==> src/pkg/i2c_slave_consts.vh <==
// register offsets, field positions, reset values and bus codes of the i2c slave status block
`ifndef I2C_SLAVE_CONSTS_VH
`define I2C_SLAVE_CONSTS_VH

// register byte addresses on the apb bus
`define OFF_TX_BYTE 8'hEC
`define OFF_CONTROL 8'hF0
`define OFF_OWN_ADDR 8'hF4
`define OFF_STATUS 8'hF8

// slave_event_status bit positions
`define ST_HIGH_SPEED 7
`define ST_ACTIVE 6
`define ST_IRQ 5
`define ST_NACK 4
`define ST_START 3
`define ST_STOP 2
`define ST_WR 1
`define ST_RD 0

// slave_port_control bit positions
`define CN_PULLUP 5
`define CN_PINSEL 4
`define CN_TIMEOUT 3
`define CN_PRELOAD_DIS 2
`define CN_ENABLE 1
`define CN_BUSY 0

// reset values
`define CONTROL_RESET 6'h05
`define OWN_ADDR_RESET 7'h00
`define TX_BYTE_RESET 8'h00

// high-speed master code is 00001xxx
`define HS_CODE_TOP 5'h01

// bit counter value of the acknowledge bit
`define ACK_BIT_CNT 4'h8
`define LAST_DATA_CNT 4'h7
// loaded at START so that the START's own scl fall wraps it to zero
`define BIT_CNT_START 4'hF

`endif

==> src/hdl/pin_sync.v <==
// three-stage pin synchroniser with agreement filter
`timescale 1ns/1ns
`default_nettype none

module pin_sync #(
	parameter W = 2
) (
	input wire clk,
	input wire arst_n,
	input wire ce,
	input wire [W-1:0] din,
	output wire [W-1:0] dout
);

genvar i;
generate
	for (i = 0; i < W; i = i + 1) begin : g_bit
		reg meta_q;
		reg s2_q;
		reg s3_q;
		reg out_q;
		// idle bus level is high, so all stages reset to one
		always @(posedge clk or negedge arst_n) begin
			if (!arst_n) begin
				meta_q <= 1'b1;
				s2_q <= 1'b1;
				s3_q <= 1'b1;
				out_q <= 1'b1;
			end else if (ce) begin
				meta_q <= din[i];
				s2_q <= meta_q;
				s3_q <= s2_q;
				// a change counts only once stages two and three agree
				if (s2_q == s3_q) begin
					out_q <= s3_q;
				end
			end
		end
		assign dout[i] = out_q;
	end
endgenerate

endmodule // pin_sync

`default_nettype wire

==> src/hdl/i2c_slave_status_control.v <==
// i2c slave status flags, control register, bit engine and apb register slave
//
// Operation
// - high_speed_flag sets on high-speed master code, clears on STOP
// - bus-active flag sets when incoming address matches own address
// - bus-active flag clears when transfer ends by STOP or NACK
// - slave_irq_flag sets on read request, write request or STOP when last address matched own address
// - slave_irq_flag also sets when bus-active flag falls
// - interrupt requested while flag set; flag clears when a status write of 0 to it also leaves read and write clear
// - NACK flag sets on any NACK while bus active; software clears it
// - NACK flag also sets when slave NACKs a matching address
// - start flag sets only on START followed by matching address
// - stop flag sets on STOP when last address matched own address
// - ninth fall of received data byte sets write flag unless DMA takes writes
// - ninth fall of matching address with write direction sets write flag
// - ninth fall sets read flag on master ACK without DMA, or master NACK
// - ninth fall of matching address with read direction sets read flag
// - read or write flag also sets interrupt flag; software clears both
// - control holds pullup, pin select, timeout, preload disable, enable, busy
// - busy set NACKs all bytes; busy clear acknowledges the master
// - SCL is held low after each acknowledge-bit falling edge of an addressed transfer, while the interrupt flag stays set
// - preload disable clear: transmit byte taken at eighth address clock
`include "i2c_slave_consts.vh"
`timescale 1ns/1ns
`default_nettype none

module i2c_slave_status_control (
	input wire ref_clk,
	input wire arst_n,
	input wire ce,
	input wire psel,
	input wire penable,
	input wire pwrite,
	input wire [7:0] paddr,
	input wire [31:0] pwdata,
	output wire [31:0] prdata,
	output wire pready,
	output wire pslverr,
	input wire scl_in,
	output wire scl_out,
	output wire scl_oe,
	input wire sda_in,
	output wire sda_out,
	output wire sda_oe,
	input wire dma_wr_sel,
	input wire dma_rd_sel,
	output wire slave_irq,
	output wire pullup_enable,
	output wire pin_function_select,
	output wire timeout_enable
);

////////////////////////////////////////////////////////////////////////////////
// register decode

// one-hot select: {tx byte, own address, control, status}
function [3:0] reg_sel;
	input [7:0] a;
	begin
		case (a)
			`OFF_STATUS: reg_sel = 4'h1;
			`OFF_CONTROL: reg_sel = 4'h2;
			`OFF_OWN_ADDR: reg_sel = 4'h4;
			`OFF_TX_BYTE: reg_sel = 4'h8;
			default: reg_sel = 4'h0;
		endcase
	end
endfunction

localparam [4:0] S_IDLE = 5'h01;
localparam [4:0] S_ADDR = 5'h02;
localparam [4:0] S_WRITE = 5'h04;
localparam [4:0] S_READ = 5'h08;
localparam [4:0] S_SKIP = 5'h10;

reg [5:0] ctrl_q;
reg [6:0] own_q;
reg [7:0] txb_q;
reg [31:0] prdata_q;
reg hs_q, act_q, irq_q, nack_q, start_q, stop_q, wr_q, rd_q;
reg [4:0] state_q;
reg [3:0] cnt_q;
reg [7:0] sh_q;
reg [7:0] txs_q;
reg scl_q, sda_q;
reg match_q, dir_q, last_match_q, drv_ack_q, mnack_q, sda_drv_q, stretch_q;

wire [3:0] sel = reg_sel(paddr);
wire wr_acc = psel & penable & pwrite;
wire st_wr = wr_acc & sel[0];
wire busy = ctrl_q[`CN_BUSY];
wire preload_dis = ctrl_q[`CN_PRELOAD_DIS];
wire en = ctrl_q[`CN_ENABLE] & ctrl_q[`CN_PINSEL];

////////////////////////////////////////////////////////////////////////////////
// bus pin sampling and condition detection

wire scl_s;
wire sda_s;

pin_sync #(.W(2)) u_pin_sync (
	.clk(ref_clk),
	.arst_n(arst_n),
	.ce(ce),
	.din({scl_in, sda_in}),
	.dout({scl_s, sda_s})
);

wire scl_rise = scl_s & ~scl_q;
wire scl_fall = ~scl_s & scl_q;
wire start_ev = en & scl_s & scl_q & sda_q & ~sda_s;
wire stop_ev = en & scl_s & scl_q & ~sda_q & sda_s;
wire in_byte = (state_q == S_ADDR) | (state_q == S_WRITE) | (state_q == S_READ);
wire fall8 = in_byte & scl_fall & (cnt_q == `LAST_DATA_CNT);
wire fall9 = in_byte & scl_fall & (cnt_q == `ACK_BIT_CNT);
wire addressed = (state_q == S_ADDR) ? match_q : 1'b1;
wire release_ev = stretch_q & ~irq_q;

wire addr_match = en & (sh_q[7:1] == own_q);

////////////////////////////////////////////////////////////////////////////////
// flag set and clear terms

reg wr_set, rd_set, nack_set, start_set, act_clr_nack;

always @* begin
	wr_set = 1'b0;
	rd_set = 1'b0;
	nack_set = 1'b0;
	start_set = 1'b0;
	act_clr_nack = 1'b0;
	if (fall9) begin
		case (state_q)
			S_ADDR: begin
				if (match_q) begin
					start_set = 1'b1;
					wr_set = ~dir_q;
					rd_set = dir_q;
					nack_set = ~drv_ack_q;
					act_clr_nack = ~drv_ack_q;
				end
			end
			S_WRITE: begin
				wr_set = ~dma_wr_sel;
				nack_set = ~drv_ack_q & act_q;
				act_clr_nack = ~drv_ack_q;
			end
			S_READ: begin
				rd_set = (~mnack_q & ~dma_rd_sel) | mnack_q;
				nack_set = mnack_q & act_q;
				act_clr_nack = mnack_q;
			end
			default: begin
				wr_set = 1'b0;
			end
		endcase
	end
end

wire stop_set = stop_ev & last_match_q;
wire act_set = (state_q == S_ADDR) & fall8 & addr_match;
wire act_clr = stop_ev | act_clr_nack;
wire act_fall = act_q & act_clr & ~act_set;
wire irq_set = rd_set | wr_set | stop_set | act_fall;
wire hs_set = (state_q == S_ADDR) & fall8 & (sh_q[7:3] == `HS_CODE_TOP);

// writing 0 to a bit, or 0 to the irq bit (scl release), clears the event flags
wire clr_rel = st_wr & ~pwdata[`ST_IRQ];
wire rd_d = rd_set | (rd_q & ~(st_wr & ~pwdata[`ST_RD]) & ~clr_rel);
wire wr_d = wr_set | (wr_q & ~(st_wr & ~pwdata[`ST_WR]) & ~clr_rel);

////////////////////////////////////////////////////////////////////////////////
// status flags

always @(posedge ref_clk or negedge arst_n) begin
	if (!arst_n) begin
		hs_q <= 1'b0;
		act_q <= 1'b0;
		irq_q <= 1'b0;
		nack_q <= 1'b0;
		start_q <= 1'b0;
		stop_q <= 1'b0;
		wr_q <= 1'b0;
		rd_q <= 1'b0;
	end else if (ce) begin
		// set on code, clear on stop
		hs_q <= hs_set | (hs_q & ~stop_ev);
		act_q <= act_set | (act_q & ~act_clr);
		// clear on status write of 0 to irq, if rd and wr end clear
		irq_q <= irq_set | (irq_q & ~(clr_rel & ~rd_d & ~wr_d));
		nack_q <= nack_set | (nack_q & ~(st_wr & ~pwdata[`ST_NACK]) & ~clr_rel);
		start_q <= start_set | (start_q & ~(st_wr & ~pwdata[`ST_START]) & ~clr_rel);
		stop_q <= stop_set | (stop_q & ~(st_wr & ~pwdata[`ST_STOP]) & ~clr_rel);
		wr_q <= wr_d;
		rd_q <= rd_d;
	end
end

////////////////////////////////////////////////////////////////////////////////
// bit engine

always @(posedge ref_clk or negedge arst_n) begin
	if (!arst_n) begin
		state_q <= S_IDLE;
		cnt_q <= 4'h0;
		sh_q <= 8'h00;
		txs_q <= 8'h00;
		scl_q <= 1'b1;
		sda_q <= 1'b1;
		match_q <= 1'b0;
		dir_q <= 1'b0;
		last_match_q <= 1'b0;
		drv_ack_q <= 1'b0;
		mnack_q <= 1'b0;
		sda_drv_q <= 1'b0;
		stretch_q <= 1'b0;
	end else if (ce) begin
		scl_q <= scl_s;
		sda_q <= sda_s;
		stretch_q <= (fall9 & addressed) | (stretch_q & irq_q);
		if (!en || stop_ev) begin
			state_q <= S_IDLE;
			sda_drv_q <= 1'b0;
			stretch_q <= 1'b0;
			if (stop_ev) begin
				last_match_q <= 1'b0;
			end
		end else if (start_ev) begin
			state_q <= S_ADDR;
			cnt_q <= `BIT_CNT_START;
			match_q <= 1'b0;
			sda_drv_q <= 1'b0;
			stretch_q <= 1'b0;
		end else begin
			if (scl_rise && in_byte) begin
				if (cnt_q == `ACK_BIT_CNT) begin
					mnack_q <= sda_s;
				end else begin
					sh_q <= {sh_q[6:0], sda_s};
				end
			end
			if (scl_fall && in_byte) begin
				cnt_q <= (cnt_q == `ACK_BIT_CNT) ? 4'h0 : cnt_q + 4'h1;
			end
			case (state_q)
				S_ADDR: begin
					if (fall8) begin
						match_q <= addr_match;
						last_match_q <= addr_match;
						dir_q <= sh_q[0];
						drv_ack_q <= addr_match & ~busy;
						sda_drv_q <= addr_match & ~busy;
						if (addr_match && sh_q[0] && !preload_dis) begin
							txs_q <= txb_q;
						end
					end else if (fall9) begin
						sda_drv_q <= 1'b0;
						if (match_q && drv_ack_q) begin
							state_q <= dir_q ? S_READ : S_WRITE;
						end else begin
							state_q <= S_SKIP;
						end
					end
				end
				S_WRITE: begin
					if (fall8) begin
						drv_ack_q <= ~busy;
						sda_drv_q <= ~busy;
					end else if (fall9) begin
						sda_drv_q <= 1'b0;
						state_q <= drv_ack_q ? S_WRITE : S_SKIP;
					end
				end
				S_READ: begin
					if (release_ev) begin
						if (preload_dis) begin
							txs_q <= txb_q;
							sda_drv_q <= ~txb_q[7];
						end else begin
							sda_drv_q <= ~txs_q[7];
						end
					end else if (fall8 || fall9) begin
						sda_drv_q <= 1'b0;
						if (fall9) begin
							state_q <= mnack_q ? S_SKIP : S_READ;
							if (!preload_dis) begin
								txs_q <= txb_q;
							end
						end
					end else if (scl_fall) begin
						txs_q <= {txs_q[6:0], 1'b0};
						sda_drv_q <= ~txs_q[6];
					end
				end
				default: begin
					sda_drv_q <= 1'b0;
				end
			endcase
		end
	end
end

////////////////////////////////////////////////////////////////////////////////
// apb registers

always @(posedge ref_clk or negedge arst_n) begin
	if (!arst_n) begin
		ctrl_q <= `CONTROL_RESET;
		own_q <= `OWN_ADDR_RESET;
		txb_q <= `TX_BYTE_RESET;
		prdata_q <= 32'h0000_0000;
	end else if (ce) begin
		if (wr_acc && sel[1]) begin
			ctrl_q <= pwdata[5:0];
		end
		if (wr_acc && sel[2]) begin
			own_q <= pwdata[6:0];
		end
		if (wr_acc && sel[3]) begin
			txb_q <= pwdata[7:0];
		end
		// read data captured in the setup phase
		if (psel && !penable) begin
			case (1'b1)
				sel[0]: prdata_q <= {24'h00_0000, hs_q, act_q, irq_q, nack_q, start_q, stop_q, wr_q, rd_q};
				sel[1]: prdata_q <= {26'h000_0000, ctrl_q};
				sel[2]: prdata_q <= {25'h000_0000, own_q};
				sel[3]: prdata_q <= {24'h00_0000, txb_q};
				default: prdata_q <= 32'h0000_0000;
			endcase
		end
	end
end

assign prdata = prdata_q;
assign pready = 1'b1;
assign pslverr = psel & penable & (sel == 4'h0);

////////////////////////////////////////////////////////////////////////////////
// outputs

assign slave_irq = irq_q;
assign pullup_enable = ctrl_q[`CN_PULLUP];
assign pin_function_select = ctrl_q[`CN_PINSEL];
assign timeout_enable = ctrl_q[`CN_TIMEOUT];
assign scl_out = 1'b0;
assign scl_oe = stretch_q;
assign sda_out = 1'b0;
assign sda_oe = sda_drv_q;

endmodule // i2c_slave_status_control

`default_nettype wire

==> config.mk <==
export PLATFORM = sky130hd
export DESIGN_NAME = i2c_slave_status_control
export DESIGN_NICKNAME = d
export VERILOG_FILES = /design/src/hdl/pin_sync.v /design/src/hdl/i2c_slave_status_control.v
export VERILOG_INCLUDE_DIRS = /design/src /design/src/pkg
export SDC_FILE = /design/constraint.sdc
export NUM_CORES = 1
export LEC_CHECK = 0
export BUFFER_PORTS_ARGS = -buffer_cell sky130_fd_sc_hd__buf_2
export CORE_ASPECT_RATIO = 1.4
export CORE_MARGIN = 2
export CORE_UTILIZATION = 30
export DETAILED_ROUTE_END_ITERATION = 7
export PLACE_DENSITY = 0.54
export SKIP_LAST_GASP = 1
export SLEW_MARGIN = 20
export SYNTH_ARGS = -nofsm -noshare
export SYNTH_HDL_FRONTEND = slang
export SYNTH_SLANG_ARGS = --single-unit
==> constraint.sdc <==
create_clock -name ref_clk -period 4.4 [get_ports ref_clk]
set_input_delay 0.22 -clock ref_clk [delete_from_list [all_inputs] [get_ports ref_clk]]
set_output_delay 0.22 -clock ref_clk [all_outputs]
set_load 0.02 [all_outputs]
==> results of run 1 <==
==> power groups by stage <==
stage / Combinational, uW / Sequential [uW] / Clock [uW]
6_report: 152 / 815 / 797
5_1_grt: 172 / 821 / 840
3_3_place_gp: 150 / 825 / 0
2_1_floorplan: 124 / 810 / 0
4_1_cts: 153 / 815 / 809
3_5_place_dp: 153 / 827 / 0
==> timing repair <==
item | CTS | global route
gates resized for setup | 0 | 0
hold buffers | 0 | 1
endpoints found under the hold margin | 0 | 19
==> registers in the layout (all words and copies together), names as in the netlist, 2 cells and up <==
| signal | flops |
|---|---|
| state_q | 5 |
| u_pin_sync.g_bit.s2_q | 2 |
| u_pin_sync.g_bit.meta_q | 2 |
| u_pin_sync.g_bit.s3_q | 2 |
| ctrl_q | 6 |
| prdata | 8 |
| cnt_q | 4 |
| u_pin_sync.g_bit.out_q | 2 |
| txs_q | 8 |
| sh_q | 8 |
| txb_q | 8 |
| own_q | 7 |
==> critical path, delay by kind of cell, from the launching register on <==
family | cells | cell delay, ns
and+or+nand+nor | 1 | 0.20
DFF | 1 | 0.57
muxes | 2 | 0.65
AOI/OAI and AO/OA | 2 | 0.89
==> cells in the final DEF, fill, tap and decap left out, drive strengths merged, types with 7 or more instances in the layout <==
cell | netlist | layout
a21oi | 7 | 7
buf | 31 | 42
clkbuf | 10 | 10
conb | 2 | 27
dfrtp | 66 | 66
dfstp | 13 | 13
inv | 13 | 13
mux2 | 54 | 54
nand2 | 44 | 44
nand3 | 11 | 11
nand4 | 7 | 7
nor2 | 26 | 26
o21ai | 34 | 34
xnor2 | 9 | 9
==> routing by layer <==
metal  share of wire  GRT usage  up-vias
met2            0.54      0.267       96
li1                -          -     1567
met1            0.39      0.177     1659
met5               0          0        -
met3           0.035     0.0229       22
met4           0.036     0.0805        0
==> layout make-up <==
cell class / count / area, sq um
Clock buffer: 10 / 229
Clock inverter: 6 / 86.3
Fill cell: 1478 / 9410
Inverter: 13 / 48.8
Multi-Input combinational cell: 316 / 2210
Sequential cell: 79 / 1990
Tap cell: 189 / 236
Timing Repair Buffer: 43 / 231
==> metrics by stage <==
| step | std cells | util | instance area (sq um) |
|---|---|---|---|
| 2_1_floorplan | 449 | - | 4520 |
| 3_3_place_gp | 639 | 0.326 | 4700 |
| 3_5_place_dp | 639 | 0.326 | 4700 |
| 4_1_cts | 655 | 0.348 | 5020 |
| 5_1_grt | 656 | 0.348 | 5030 |
| 6_report | 656 | 0.348 | 5030 |
==> logic make-up after synthesis <==
kind of cell / share of synthesized area
AOI/OAI and AO/OA: 0.151
and+or+nand+nor: 0.160
other: 0.00170
buffers and inverters: 0.0724
xor gates and xnor gates: 0.0195
DFF: 0.451
adders and majority gates: 0.00566
muxes: 0.140
==> how the worst max path moves through the flow <==
| stage | start | to | slack [ns] |
|---|---|---|---|
| after floorplan | state_q[2] | txs_q[2] | 2.19 |
| after global placement | scl_q | txs_q[2] | 2.00 |
| after detailed placement | scl_q | txs_q[6] | 1.98 |
| after CTS | scl_q | txs_q[6] | 1.95 |
| after global routing | scl_q | dir_q | 1.86 |
| final | scl_q | txs_q[6] | 1.97 |
==> impl_metrics.env, run 1 <==
export IMPL_vias_per_cell=5.10
export IMPL_synth_main_ff_cell="sky130_fd_sc_hd__dfrtp_1"
export IMPL_crit_reg2reg_capture="txs_q[6]"
export IMPL_max_transition_margin=0.515
export IMPL_comb_power_share=0.086
export IMPL_dp_slack_ns=1.98
export IMPL_hold_class="primary input to flop"
export IMPL_startpoint_type="flop"
export IMPL_timing_critical_path_slowest_stage_cell="sky130_fd_sc_hd__dfstp_2"
export IMPL_vdd_drop_max_mv=0.235
export IMPL_flow_area_growth_from_synthesis_pct=13.8
export IMPL_iteration_0_drc_markers=206
export IMPL_power_share_of_the_clock_group=0.452
export IMPL_grt_start_max_net_pins=80
export IMPL_netlist_top_cells_count="sky130_fd_sc_hd__dfrtp_1 (66), sky130_fd_sc_hd__mux2_2 (46), sky130_fd_sc_hd__nand2_1 (44)"
export IMPL_endpoint_kind="flop"
export IMPL_finalPower_uw=1760
export IMPL_p_leak_uw=0.00220
export IMPL_hold_violations=0
export IMPL_dpl_hpwl_um=8750
export IMPL_drt_antenna_violating_nets=0
export IMPL_core_area_sq_mm=0.0144
export IMPL_die_width_um=107
export IMPL_cts_root_buffer="sky130_fd_sc_hd__clkbuf_16"
export IMPL_fin_skew_ns=0.00708
export IMPL_outcome="finished, final reports clean"
export IMPL_yosysWarnings=0
export IMPL_crit_reg2reg_launch="scl_q"
export IMPL_drt_wirelength_per_cell_um=17.4
export IMPL_power_switching_uw=440
export IMPL_worst_endpoint_arrival_ns=2.65
export IMPL_fmaxAchievable_mhz=412
export IMPL_portBuffers=40
export IMPL_synth_top_cells_by_area="sky130_fd_sc_hd__dfrtp_1 (37%), sky130_fd_sc_hd__mux2_2 (12%), sky130_fd_sc_hd__dfstp_2 (7.7%), sky130_fd_sc_hd__buf_4 (4.6%), sky130_fd_sc_hd__nand2_1 (3.7%)"
export IMPL_synth_seq_cells=79
export IMPL_netlist_cell_type_count=65
export IMPL_die_area_sq_mm=0.0157
export IMPL_hold_depth=2
export IMPL_timing_final_max_slew_violations=0
export IMPL_synth_top_area_cell="sky130_fd_sc_hd__dfrtp_1"
export IMPL_nets=514
export IMPL_detailroute_via_count=3344
export IMPL_grt_antenna_before_repair=0
export IMPL_gpl_final_weighted_congestion=0.853
export IMPL_globalRouteOverflowTotal=0
export IMPL_first_pass_grt_wire_length_um=18400
export IMPL_powerDensity_mw_per_mm2=350
export IMPL_antenna_diode_count=0
export IMPL_tns_ns=0
export IMPL_async_reset_ff_frac=1.00
export IMPL_cts_made_buffers=9
export IMPL_r2r_worst_path_cells=5
export IMPL_seq_area_frac_synth=0.451
export IMPL_r2r_setup_slk_ns=1.97
export IMPL_timing_critical_path_cells="nand2b_1 > a2111o_4 > o21ai_4 > mux2_2 > mux2_1"
export IMPL_setup_fix_buffers_added_after_clock_tree_synthesis=0
export IMPL_clock_insertion_delay_worst_skew_ns=0.34
export IMPL_p_sw_frac=0.249
export IMPL_cpPeakStageDelay_ns=0.57
export IMPL_final_hold_worst_slack_ns=0.117
export IMPL_max_cap_violations=0
export IMPL_synth_edf_count=0
export IMPL_totalWireLength_um=11400
export IMPL_initial_utilization=0.306
export IMPL_worstHoldStart="scl_in"
export IMPL_clock_path_buffers=2
export IMPL_first_global_vias=3359
export IMPL_synthesis_area_sq_mm=0.00442
export IMPL_power_report_internal_total_uw=1320
export IMPL_ports=92
export IMPL_grt_use_total=0.152
export IMPL_syn_inst=424
export IMPL_synth_most_common_cell="sky130_fd_sc_hd__dfrtp_1"
export IMPL_rsz0062_at_grt="false"
export IMPL_clock_sink_count=79
export IMPL_finalSetupViolCount=0
export IMPL_placementRows=52
export IMPL_fin_crit_sh=0.552
export IMPL_seq_power_share=0.462
export IMPL_drc=0
export IMPL_worst_path_max_fanout=9
export IMPL_timing_final_crit_period_ns=2.43
export IMPL_fp_dieH_um=148
export IMPL_cts_tree="yes"
export IMPL_transition_at_the_pin_with_the_smallest_max_transition_slack_ns=0.727
export IMPL_layout_drive_gt1_share=0.285
export IMPL_avg_cell_area_syn_sq_um=10.4
export IMPL_htree_num_levels=3
export IMPL_clk_transition_reported_paths_ns=0.06
export IMPL_post_synth_top_area_fraction=0.374
export IMPL_drt_pass1_iter_count=4
export IMPL_criticalPathCategory="flop to flop"
export IMPL_worstPathRequired_ns=4.62
export IMPL_min_delay_worst_endpoint="u_pin_sync.g_bit[1].meta_q"
export IMPL_finalWorstSetupSlack_ns=1.97
No activity file was read; power rests on OpenSTA's default activity.
==> inputs of run 2 (changes only) <==
Settings changed: ABC_AREA set to 1, PLACE_DENSITY 0.54 to 0.56.
Clock period 4.4 ns to 2.2 ns, I/O delays scaled along.
==> impl_metrics.env, run 2 <==
export IMPL_dpl_hpwl_um=9310
export IMPL_drt_antenna_violating_nets=0
export IMPL_timing_final_crit_period_ns=1.97
export IMPL_rsz0062_at_grt="false"
export IMPL_hold_violations=0
export IMPL_finalSetupViolCount=0
export IMPL_grt_start_max_net_pins=43
export IMPL_flow_area_growth_from_synthesis_pct=16.3
export IMPL_worst_path_buffer_plus_inverter_count=2
export IMPL_gpl_final_weighted_congestion=0.922
export IMPL_dp_slack_ns=0.175
export IMPL_synth_edf_count=0
export IMPL_ports=92
export IMPL_netlist_top_cells_count="sky130_fd_sc_hd__nand2_1 (170), sky130_fd_sc_hd__o21ai_0 (79), sky130_fd_sc_hd__inv_1 (74)"
export IMPL_core_area_sq_mm=0.0145
export IMPL_globalRouteOverflowTotal=0
export IMPL_worst_endpoint_arrival_ns=2.18
export IMPL_layout_drive_gt1_share=0.174
export IMPL_cts_root_buffer="sky130_fd_sc_hd__clkbuf_16"
export IMPL_fillCellCount=1549
export IMPL_drc=0
export IMPL_worstPathRequired_ns=2.41
export IMPL_drt_wirelength_per_cell_um=14.2
export IMPL_layout_cells_most_common="sky130_fd_sc_hd__nand2_1"
export IMPL_timing_critical_path_cells="nand2_2 > nor2_2 > a21oi_2 > inv_1 > nor2_2 > nand2_2 > inv_2 > nand3_2 > nand2_1 > o21ai_0"
export IMPL_synth_top_area_cell="sky130_fd_sc_hd__dfrtp_1"
export IMPL_fin_skew_ns=0.00460
export IMPL_r2r_worst_path_cells=10
export IMPL_clock_path_buffers=2
export IMPL_synth_top_cells_by_area="sky130_fd_sc_hd__dfrtp_1 (37%), sky130_fd_sc_hd__nand2_1 (14%), sky130_fd_sc_hd__o21ai_0 (8.9%), sky130_fd_sc_hd__dfstp_2 (7.7%), sky130_fd_sc_hd__inv_1 (6.2%)"
export IMPL_transition_at_the_pin_with_the_smallest_max_transition_slack_ns=0.538
export IMPL_finalWorstSetupSlack_ns=0.231
export IMPL_p_leak_uw=0.00250
export IMPL_first_pass_grt_wire_length_um=18600
export IMPL_hold_class="primary input to flop"
export IMPL_fp_dieH_um=148
export IMPL_cts_tree="yes"
export IMPL_initial_utilization=0.307
export IMPL_seq_area_frac_synth=0.448
export IMPL_htree_num_levels=3
export IMPL_setup_worst_path_start="ctrl_q[4]"
export IMPL_first_global_vias=3629
export IMPL_placedCellCount=812
export IMPL_max_cap_violations=0
export IMPL_grt_use_total=0.153
export IMPL_endpoint_kind="flop"
export IMPL_portBuffers=40
export IMPL_crit_reg2reg_capture="sh_q[4]"
export IMPL_synth_seq_cells=79
export IMPL_multi_input_area_sq_mm=0.00201
export IMPL_criticalPathCategory="flop to flop"
export IMPL_startpoint_type="flop"
export IMPL_yosysWarnings=0
export IMPL_clk_transition_reported_paths_ns=0.06
export IMPL_synth_most_common_cell="sky130_fd_sc_hd__nand2_1"
export IMPL_powerDensity_mw_per_mm2=661
export IMPL_critical_path_top_delay_family="simple AND/OR/NAND/NOR gates"
export IMPL_async_reset_ff_frac=1.00
export IMPL_timing_critical_path_slowest_stage_cell="sky130_fd_sc_hd__dfrtp_1"
export IMPL_antenna_diode_count=0
export IMPL_placementRows=52
export IMPL_max_transition_margin=0.637
export IMPL_layout_common_cells="sky130_fd_sc_hd__nand2_1 (170), sky130_fd_sc_hd__o21ai_0 (79), sky130_fd_sc_hd__inv_1 (74)"
export IMPL_worst_path_max_fanout=16
export IMPL_iteration_0_drc_markers=223
export IMPL_drt_pass1_iter_count=5
export IMPL_totalWireLength_um=11800
export IMPL_synthesis_area_sq_mm=0.00445
export IMPL_clock_insertion_delay_worst_skew_ns=0.34
export IMPL_cpPeakStageDelay_ns=0.42
export IMPL_outcome="finished, final reports clean"
export IMPL_fmaxAchievable_mhz=508
export IMPL_r2r_setup_slk_ns=0.23
export IMPL_nets=689
export IMPL_vias_per_cell=4.63
export IMPL_detailroute_via_count=3844
export IMPL_netlist_cell_type_count=43
export IMPL_clock_sink_count=79
export IMPL_vdd_drop_max_mv=0.292
export IMPL_layout_area_seq_sq_mm=0.00199
export IMPL_timing_critical_path_depth=10
export IMPL_cts_made_buffers=9
export IMPL_post_synth_top_area_fraction=0.371
export IMPL_synth_main_ff_cell="sky130_fd_sc_hd__dfrtp_1"
export IMPL_grt_antenna_before_repair=0
export IMPL_fin_crit_sh=0.895
export IMPL_timing_final_max_slew_violations=0
export IMPL_die_width_um=107
export IMPL_crit_reg2reg_launch="ctrl_q[4]"
export IMPL_critPathCapture="sh_q[4]"
export IMPL_avg_cell_area_syn_sq_um=7.64
export IMPL_syn_inst=583
export IMPL_tns_ns=0
export IMPL_die_area_sq_mm=0.0158
export IMPL_layoutNonFillerInstCount=831
## run 2: cell count changes after synthesis, sizes merged, moves of 6 or more
cell	before	now
clkbuf	10	4
xnor2	9	1
a21oi	7	17
nand2	44	175
inv	13	78
o21ai	34	81
nand3	11	33
mux2	54	0
nor2	26	42
## run 2: what timing repair did
action / CTS / global route
hold buffers: 3 / 0
endpoints found under the setup margin: 0 / 7
setup buffers: 0 / 0
gates resized for setup: 0 / 1
hold endpoints to repair: 31 / 0
## run 2: metrics by stage
stage | area [sq um] | total power, uW | hold WS [ns] | util
after floorplan | 4550 | 1750 | -0.186 | -
after global placement | 4830 | 1830 | 0.111 | 0.333
after detailed placement | 4830 | 1840 | 0.128 | 0.333
after CTS | 5180 | 3450 | 0.0455 | 0.357
after global routing | 5180 | 3560 | 0.0636 | 0.357
final | 5180 | 3420 | 0.0406 | 0.357
## run 2: layout make-up
type	instances	share of cell area
multi-input combinational	414	0.388
sequential	79	0.385
clock inverter	4	0.0135
timing repair buffer	53	0.0619
clock buffer	12	0.0476
tap	189	0.0457
inverter	80	0.0580
## run 2: layer usage
| layer | global-route usage | vias to the layer above | share of wire |
|---|---|---|---|
| met5 | 0 | - | 0 |
| met4 | 0.0805 | 0 | 0.040 |
| met3 | 0.0202 | 27 | 0.029 |
| met2 | 0.269 | 91 | 0.51 |
| met1 | 0.180 | 1803 | 0.42 |
| li1 | - | 1923 | - |
## run 2: kinds of logic (layout without fill, tap and decap cells)
logic type	count (synthesis)	after routing	share of synthesized area
AO/OA/AOI/OAI	116	116	0.144
buffers and inverters	115	149	0.122
AND/OR/NAND/NOR	268	268	0.277
XOR/XNOR	1	1	0.00197
other	2	27	0.00169
adder cells (fa/ha/maj)	2	2	0.00562
flip-flops	79	79	0.448
## run 2: worst min-delay path by stage
stage | startpoint | to | slack, ns | depth (start not counted)
2_1_floorplan | arst_n | act_q | -0.19 | 0
3_3_place_gp | arst_n | sh_q[0] | 0.11 | 1
3_5_place_dp | arst_n | sh_q[0] | 0.13 | 1
4_1_cts | pwdata[7] | txb_q[7] | 0.05 | 3
5_1_grt | pwdata[7] | txb_q[7] | 0.06 | 3
6_report | pwdata[7] | txb_q[7] | 0.04 | 3
## run 2: worst min-delay path: cells and delay by family
family | cells | cell delay, ns
simple gates | 1 | 0.04
buf+inv | 1 | 0.09
compound gates | 1 | 0.09
## run 2: power by group
| group | total, uW | internal (uW) | leakage, uW | switching [uW] |
|---|---|---|---|---|
| combinational | 261 | 72.3 | 0.00134 | 189 |
| sequential | 1550 | 1520 | 0.00101 | 33.3 |
| clock | 1610 | 1020 | 0.000157 | 591 |
| total | 3420 | 2610 | 0.00250 | 813 |
